File: config.mk
export PLATFORM = sky130hd
export DESIGN_NAME = crsi_core
export DESIGN_NICKNAME = d
export VERILOG_FILES = /design/src/hw/crsi_core.v
export VERILOG_INCLUDE_DIRS = /design/src /design/src/hw
export SDC_FILE = /design/constraint.sdc
export NUM_CORES = 2
export LEC_CHECK = 0
export ABC_AREA = 1
export BUFFER_PORTS_ARGS = -buffer_cell sky130_fd_sc_hd__buf_2
export CAP_MARGIN = 20
export CORE_MARGIN = 5
export CORE_UTILIZATION = 45
export CTS_CLUSTER_SIZE = 20
export DETAILED_ROUTE_END_ITERATION = 16
export PLACE_DENSITY = 0.62
export SLEW_MARGIN = 20
export SYNTH_ARGS = -nofsm -noshare
export SYNTH_HDL_FRONTEND = slang
export SYNTH_SLANG_ARGS = --single-unit
export TNS_END_PERCENT = 100
File: constraint.sdc
create_clock -name clk_i -period 2.3 [get_ports clk_i]
set_clock_uncertainty 0.1 [all_clocks]
set_input_delay 0.23 -clock clk_i [delete_from_list [all_inputs] [get_ports clk_i]]
set_output_delay 0.23 -clock clk_i [all_outputs]
set_load 0.01 [all_outputs]
File: src/hw/crsi_regs.vh
// Constants for the CPU and RAM reset state initialiser.
// Assumes a 40 MHz system clock and a 32-bit Avalon-MM register port.
`ifndef CRSI_REGS_VH
`define CRSI_REGS_VH

`define CRSI_CLK_PERIOD_NS 25
`define CRSI_BOOT_TIME_NS 2000
`define CRSI_BOOT_CYCLES ((`CRSI_BOOT_TIME_NS + `CRSI_CLK_PERIOD_NS - 1) / `CRSI_CLK_PERIOD_NS)

`define CRSI_OFS_CTRL 9'h000
`define CRSI_OFS_VECTOR 9'h004
`define CRSI_OFS_SWRESET 9'h008
`define CRSI_OFS_STATUS 9'h00C
`define CRSI_OFS_PC 9'h010
`define CRSI_OFS_PSW 9'h014
`define CRSI_OFS_ECR 9'h018
`define CRSI_OFS_ZERO 9'h01C
`define CRSI_OFS_TCBP 9'h020
`define CRSI_RAM_SEL_BIT 8

`define CRSI_CTRL_SECURE_BIT 0
`define CRSI_CTRL_VECEN_BIT 1
`define CRSI_STAT_INRESET_BIT 0
`define CRSI_STAT_RUN_BIT 1

`define CRSI_ZERO_RST 32'h00000000
`define CRSI_PC_RST 32'h00000000
`define CRSI_ECR_RST 32'h00000000
`define CRSI_PSW_RST 32'h00000020
`define CRSI_PSW_PLAIN 32'h00000020
`define CRSI_PSW_GUARDED 32'h00000021
`define CRSI_VECTOR_RST 32'h00000000
`define CRSI_CTRL_RST 2'h0
`define CRSI_CORRUPT_MASK 32'hA5A5A5A5
`define CRSI_BOOT_MARK 32'h0B00F000

`endif

File: src/hw/crsi_core.v
// Holds the CPU program and system registers, the internal RAM blocks and
// the boot sequence that runs between reset release and the user program.
// Assumes an Avalon-MM master on clk_i and reset inputs given synchronous to it.
`timescale 1ns/10ps
`default_nettype none
`include "crsi_regs.vh"

module crsi_core #(
    parameter integer NBLK = 4,
    parameter integer BLK_AW = 4,
    parameter [15:0] BOOT_CYCLES = `CRSI_BOOT_CYCLES
) (
    input wire clk_i,
    input wire reset_i,
    input wire por_reset_i,
    input wire ext_reset_n_i,
    input wire wdt_reset_i,
    input wire clkmon_reset_i,
    input wire [8:0] avs_address_i,
    input wire avs_read_i,
    input wire avs_write_i,
    input wire [31:0] avs_writedata_i,
    input wire [3:0] avs_byteenable_i,
    output reg [31:0] avs_readdata_o,
    output reg avs_waitrequest_o,
    output reg [31:0] zero_register_o,
    output reg [31:0] program_counter_o,
    output reg [31:0] program_status_word_o,
    output reg [31:0] exception_cause_register_o,
    output reg user_start_o,
    output reg in_reset_o
);

    localparam integer BLK_IW = 2;
    localparam integer BLK_WORDS = 1 << BLK_AW;
    localparam [1:0] ST_BOOT = 2'h1;
    localparam [1:0] ST_RUN = 2'h2;

    reg [1:0] ctrl_r;
    reg [31:0] vector_r;
    reg [31:0] table_call_base_pointer_r;
    reg sw_req_r;
    reg ext_prev_r;
    reg [1:0] state_r;
    reg [15:0] boot_cnt_r;
    reg [31:0] rd_nxt;

    wire pin_res;
    wire int_res;
    wire sys_res;
    wire ext_fall;
    wire acc_wr;
    wire wr_ctrl;
    wire wr_vector;
    wire wr_swreset;
    wire wr_tcbp;
    wire [31:0] ctrl_merged;
    wire ram_hit;
    wire [BLK_IW-1:0] bus_blk;
    wire [BLK_AW-1:0] bus_word;
    wire boot_wr;
    wire [BLK_AW-1:0] boot_idx;
    wire [31:0] blk_rd [0:NBLK-1];

    // Every source except the registered software request forces the combined reset without waiting for a clock edge.
    assign pin_res = reset_i | por_reset_i | ~ext_reset_n_i;
    assign int_res = wdt_reset_i | clkmon_reset_i | sw_req_r;
    assign sys_res = pin_res | int_res;
    // Only the first cycle of a low pin counts as the cutting edge, so a held pin hits no later write.
    assign ext_fall = ext_prev_r & ~ext_reset_n_i;
    assign acc_wr = avs_write_i & ~avs_waitrequest_o;
    // One decode per register ties every write strobe to the accepted bus cycle.
    assign wr_ctrl = acc_wr & ~ram_hit & (avs_address_i == `CRSI_OFS_CTRL);
    assign wr_vector = acc_wr & ~ram_hit & (avs_address_i == `CRSI_OFS_VECTOR);
    assign wr_swreset = acc_wr & ~ram_hit & (avs_address_i == `CRSI_OFS_SWRESET);
    assign wr_tcbp = acc_wr & ~ram_hit & (avs_address_i == `CRSI_OFS_TCBP);
    assign ram_hit = avs_address_i[`CRSI_RAM_SEL_BIT];
    assign bus_blk = avs_address_i[2+BLK_AW +: BLK_IW];
    assign bus_word = avs_address_i[2 +: BLK_AW];
    // Scratch words in block 0 are overwritten while booting, so afterwards each reads as the boot mark ORed with its index.
    assign boot_wr = (state_r == ST_BOOT) & ~sys_res & (boot_cnt_r < BLK_WORDS);
    assign boot_idx = boot_cnt_r[BLK_AW-1:0];

    function [31:0] crsi_merge;
        input [31:0] old_v;
        input [31:0] new_v;
        input [3:0] be;
        integer i;
        begin
            crsi_merge = old_v;
            for (i = 0; i < 4; i = i + 1)
            begin
                if (be[i])
                begin
                    crsi_merge[i*8 +: 8] = new_v[i*8 +: 8];
                end
            end
        end
    endfunction

    assign ctrl_merged = crsi_merge({30'h00000000, ctrl_r}, avs_writedata_i, avs_byteenable_i);

    genvar g;
    generate
        for (g = 0; g < NBLK; g = g + 1)
        begin : gen_blk
            reg [31:0] mem [0:BLK_WORDS-1];
            integer b;
            assign blk_rd[g] = mem[bus_word];
            // Each block has its own write enable, so a cut write stays local. No reset clears it.
            always @(posedge clk_i)
            begin
                if ((g == 0) && boot_wr)
                begin
                    mem[boot_idx] <= `CRSI_BOOT_MARK | {16'h0000, boot_cnt_r};
                end
                else if (acc_wr && ram_hit && (bus_blk == g))
                begin
                    if (!sys_res)
                    begin
                        for (b = 0; b < 4; b = b + 1)
                        begin
                            if (avs_byteenable_i[b])
                            begin
                                mem[bus_word][b*8 +: 8] <= avs_writedata_i[b*8 +: 8];
                            end
                        end
                    end
                    else if (ext_fall)
                    begin
                        mem[bus_word] <= avs_writedata_i ^ `CRSI_CORRUPT_MASK;
                    end
                    else
                    begin
                        mem[bus_word] <= mem[bus_word];
                    end
                end
            end
        end
    endgenerate
    // Writes arriving under any other reset are dropped, so memory keeps its state.
    // Only the boot writes fill block 0; nothing initialises the other arrays, so after power-on they hold whatever they held.

    always @*
    begin
        rd_nxt = 32'h00000000;
        if (ram_hit)
        begin
            rd_nxt = blk_rd[bus_blk];
        end
        else
        begin
            case (avs_address_i)
                `CRSI_OFS_CTRL: rd_nxt = {30'h00000000, ctrl_r};
                `CRSI_OFS_VECTOR: rd_nxt = vector_r;
                `CRSI_OFS_SWRESET: rd_nxt = 32'h00000000;
                `CRSI_OFS_STATUS: rd_nxt = {30'h00000000, user_start_o, in_reset_o};
                `CRSI_OFS_PC: rd_nxt = program_counter_o;
                `CRSI_OFS_PSW: rd_nxt = program_status_word_o;
                `CRSI_OFS_ECR: rd_nxt = exception_cause_register_o;
                `CRSI_OFS_ZERO: rd_nxt = zero_register_o;
                `CRSI_OFS_TCBP: rd_nxt = table_call_base_pointer_r;
                default: rd_nxt = 32'h00000000;
            endcase
        end
    end

    // One wait state per access keeps read data registered and the answer fixed.
    always @(posedge clk_i)
    begin
        if (reset_i)
        begin
            avs_waitrequest_o <= 1'b1;
            avs_readdata_o <= 32'h00000000;
        end
        else
        begin
            if (avs_waitrequest_o && (avs_read_i || avs_write_i))
            begin
                avs_waitrequest_o <= 1'b0;
            end
            else
            begin
                avs_waitrequest_o <= 1'b1;
            end
            if (avs_waitrequest_o && avs_read_i)
            begin
                avs_readdata_o <= rd_nxt;
            end
        end
    end

    // The vector survives every reset except reset_i, standing in for non-volatile storage.
    always @(posedge clk_i)
    begin
        if (reset_i)
        begin
            ctrl_r <= `CRSI_CTRL_RST;
            vector_r <= `CRSI_VECTOR_RST;
            sw_req_r <= 1'b0;
            ext_prev_r <= 1'b1;
            in_reset_o <= 1'b1;
        end
        else
        begin
            ext_prev_r <= ext_reset_n_i;
            in_reset_o <= sys_res;
            sw_req_r <= wr_swreset;
            if (wr_ctrl)
            begin
                ctrl_r <= ctrl_merged[1:0];
            end
            if (wr_vector)
            begin
                vector_r <= crsi_merge(vector_r, avs_writedata_i, avs_byteenable_i);
            end
        end
    end

    // Save state is deliberately left without reset; software must load it before use.
    always @(posedge clk_i)
    begin
        if (wr_tcbp)
        begin
            table_call_base_pointer_r <= crsi_merge(table_call_base_pointer_r, avs_writedata_i, avs_byteenable_i);
        end
    end

    // The combined reset is asynchronous here so the core holds even with the clock stopped.
    always @(posedge clk_i or posedge sys_res)
    begin
        if (sys_res)
        begin
            zero_register_o <= `CRSI_ZERO_RST;
            program_counter_o <= `CRSI_PC_RST;
            exception_cause_register_o <= `CRSI_ECR_RST;
            program_status_word_o <= `CRSI_PSW_RST;
            state_r <= ST_BOOT;
            boot_cnt_r <= 16'h0000;
            user_start_o <= 1'b0;
        end
        else
        begin
            zero_register_o <= `CRSI_ZERO_RST;
            exception_cause_register_o <= exception_cause_register_o;
            case (state_r)
                ST_BOOT:
                begin
                    if (boot_cnt_r >= BOOT_CYCLES - 16'h0001)
                    begin
                        state_r <= ST_RUN;
                        user_start_o <= 1'b1;
                        program_counter_o <= vector_r;
                        if (ctrl_r[`CRSI_CTRL_SECURE_BIT] || ctrl_r[`CRSI_CTRL_VECEN_BIT])
                        begin
                            program_status_word_o <= `CRSI_PSW_GUARDED;
                        end
                        else
                        begin
                            program_status_word_o <= `CRSI_PSW_PLAIN;
                        end
                    end
                    else
                    begin
                        boot_cnt_r <= boot_cnt_r + 16'h0001;
                    end
                end
                ST_RUN:
                begin
                    // Start values stay until the next reset, as this core models no instruction flow.
                    user_start_o <= 1'b1;
                    program_counter_o <= program_counter_o;
                    program_status_word_o <= program_status_word_o;
                end
                default:
                begin
                    state_r <= ST_BOOT;
                    boot_cnt_r <= 16'h0000;
                end
            endcase
        end
    end

endmodule
`default_nettype wire

==> results_dict.tcl <==
set metrics [dict create \
    cts_tree "done" \
    p_leak_nw 43.16 \
    fin_area_um2 111900 \
    globalRouteMet3Util 0.05638 \
    clk_path_buf_depth 3 \
    layout-drive-gt1-share 0.1725 \
    pin_count 216 \
    dieArea_um2 211800 \
    crit_arrival_ns 3.16 \
    antenna_left 0 \
    start_kind "register" \
    final_cell_mix "nand2_1, edfxtp_1, buf_4" \
    setup_slack_ns -0.4140 \
    cts_buffers 219 \
    drv_cap 0 \
    maxSlewViolCount 0 \
    max_freq_mhz 368.5 \
    first_iter_violations 6985 \
    dp_hpwl_mm 197.2 \
    seqCellArea_um2 65170 \
    layout.nets 9370 \
    finish.utilization 0.5540 \
    synth_seq_cells 2202 \
    met1_usage 0.3572 \
    vias_per_cell 5.380 \
    worstPathRequired_ns 2.75 \
    grt_first_pass_wirelength_mm 415.2 \
    synth_warnings 0 \
    timing.final.crit_share 1.180 \
    synth_area_um2 91210 \
    antenna_found_initial 16 \
    h-tree-depth 4 \
    post_dp_cell_area_um2 103000 \
    wl_mm 286.2 \
    post-place-ws_ns -0.5980 \
    hold_class "in2reg" \
    finalHoldViolCount 0 \
    layout_commonest_cell "nand2_1" \
    wl_per_cell_um 23.48 \
    fin_crit_ns 2.714 \
    grt_max_degree 84 \
    violations "negative setup slack" \
    die_y_um 460.2 \
    use_met2 0.4187 \
    clk_pin_slew_ns 0.06 \
    ys_seq_area_frac 0.7145 \
    dr_total_vias 65574 \
    area_delta_synth_final_pct 22.64 \
    ys_types 39 \
    die_x_um 460.2 \
    netlist_instances 8328 \
    finalPower_w 0.08725 \
    cts_root_buffer "clkbuf_16" \
    n_fill_cell 16877 \
    setup_tns_ns -237.83 \
    synth.avg_cell_area_um2 10.95 \
    drcViolationCount 0 \
    clkSinkCount 2202 \
    core_um2 201900 \
    grt_usage 0.2662 \
    critPathMaxFanout 8 \
    rsz0062_at_grt "true" \
    endpoint_kind "register" \
    multi_input_area_um2 23790 \
    slew_headroom 0.4632 \
    port-buffer-count 120 \
    initial_core_util 0.4517 \
    clk_latency_ns 0.89 \
    worst_slew_pin_slew_ns 0.7979 \
    first_pass_iters 6 \
    status "finished, violations left" \
    gp_congestion 0.9601 \
    gr-total-overflow 0 \
    core.rowCount 165 \
    pwr_density_cell_nw_per_um2 780.0 \
    setup_viol 1190 \
    top_usage_layer "met2" \
    crit_type "reg2reg" \
    grt_pass1_vias 62853 \
    ir_drop_uv 751.5 \
]
## per-stage QoR
stage / hold slack, ns / cells
3_5_place_dp: 0.3545 / 11703
2_1_floorplan: 0.1991 / 8421
6_report: 0.08288 / 12188
4_1_cts: 0.01622 / 12175
3_3_place_gp: 0.3473 / 11703
5_1_grt: 0.05816 / 12177
## power breakdown
group / internal, W / switching [W]
clock network: 0.0213 / 0.0156
registers: 0.0439 / 0.0000696
logic: 0.00206 / 0.00428
total: 0.0673 / 0.0200
## cells by family after synthesis
family          after synthesis  share of synthesized area
simple gates               4592                     0.1977
xor+xnor                     51                   0.004897
buf+inv                     655                    0.03545
fa+ha+maj                     1                  0.0001372
compound gates              825                    0.04733
other cells                   2                 0.00008234
flops                      2202                     0.7145
## cell usage after synthesis
cell / count / area share
nand2_2: 24 / 0.0016
buf_4: 111 / 0.0091
nand3_2: 1 / 0.00011
nor3_1: 4 / 0.00022
ha_1: 1 / 0.00014
nand2_1: 3564 / 0.15
or2_2: 1 / 0.000069
clkinv_1: 1 / 0.000041
o22ai_1: 3 / 0.00021
nor2_1: 636 / 0.026
inv_2: 8 / 0.00033
inv_1: 102 / 0.0042
o21ai_2: 4 / 0.00038
a21oi_1: 292 / 0.016
clkbuf_1: 157 / 0.0065
o21ai_4: 4 / 0.00071
edfxtp_1: 2080 / 0.68
nand4_1: 97 / 0.0067
dfstp_2: 1 / 0.00029
nor4_1: 2 / 0.00014
conb_1: 2 / 0.000082
nand3_1: 236 / 0.013
buf_6: 5 / 0.00062
a31oi_1: 1 / 0.000069
o21ai_1: 109 / 0.0060
o21ai_0: 363 / 0.020
dfrtp_1: 51 / 0.014
xnor2_1: 1 / 0.000096
nand3_4: 2 / 0.00038
dfxtp_1: 70 / 0.015
nor2_2: 10 / 0.00069
o211ai_1: 28 / 0.0023
nor2_8: 1 / 0.00022
buf_12: 1 / 0.00022
xor2_1: 50 / 0.0048
nor2_4: 14 / 0.0017
a211oi_1: 21 / 0.0017
buf_1: 27 / 0.0011
buf_2: 243 / 0.013
## path summary, 6_finish.rpt
check                                                from                               end  slack (ns)  cells past startpoint
worst min register to register  vector_r[28]$_SDFFE_PP0P_         vector_r[28]$_SDFFE_PP0P_        0.36                      2
worst min-delay path                              reset_i    avs_readdata_o[0]$_SDFFE_PP0P_        0.08                      4
max in group asynchronous             sw_req_r$_SDFF_PP0_        boot_cnt_r[14]$_DFFE_PP0P_        0.15                      6
worst max register to register     state_r[0]$_DFFE_PP1P_   gen_blk[0].mem[12][2]$_DFFE_PP_       -0.41                     15
worst max-delay path               state_r[0]$_DFFE_PP1P_   gen_blk[0].mem[12][2]$_DFFE_PP_       -0.41                     15
min in group asynchronous                   ext_reset_n_i  program_counter_o[8]$_DFFE_PP0P_        1.09                      9
## area by class of cell
type | instances | area share
repair buffers | 1218 | 0.1032
diodes | 11 | 0.0002461
clock inverters | 156 | 0.01652
clock buffers | 254 | 0.05072
flip-flops and latches | 2202 | 0.5826
well taps | 2672 | 0.02989
inverters | 111 | 0.004161
multi-input cells | 5564 | 0.2127
## timing repair
action / CTS / global route
pin swaps: 9 / 16
gates resized for setup: 69 / 88
endpoints found under the hold margin: 722 / 0
setup buffers: 13 / 2
hold buffers: 49 / 0
setup endpoints to repair: 1030 / 1673
## metal layers
layer  wire [um]  part of all wire
met1      112700              0.39
met2      130900              0.46
met3       27810             0.097
met4       14630             0.051
met5          34           0.00012
## worst max-delay path, cell delays in order, from the launching register on
cell	delay, ns
dfstp_2	0.53
inv_2	0.04
nor2_4	0.08
nand3_2	0.10
nor2_2	0.14
nand2_2	0.10
nand2_2	0.09
nand2_4	0.06
nor2_8	0.17
buf_12	0.16
o21ai_4	0.08
nor2_4	0.13
buf_6	0.17
nand2_4	0.12
nor2_4	0.13
buf_6	0.15
## flip-flops by register name, summed over array words and instances, names as in the netlist, 2 cells and up
name                       flops
gen_blk.mem                 2048
table_call_base_pointer_r     32
program_counter_o             32
avs_readdata_o                32
boot_cnt_r                    16
state_r                        2
ctrl_r                         2
vector_r                      32
No activity file was read; power rests on OpenSTA's default activity.
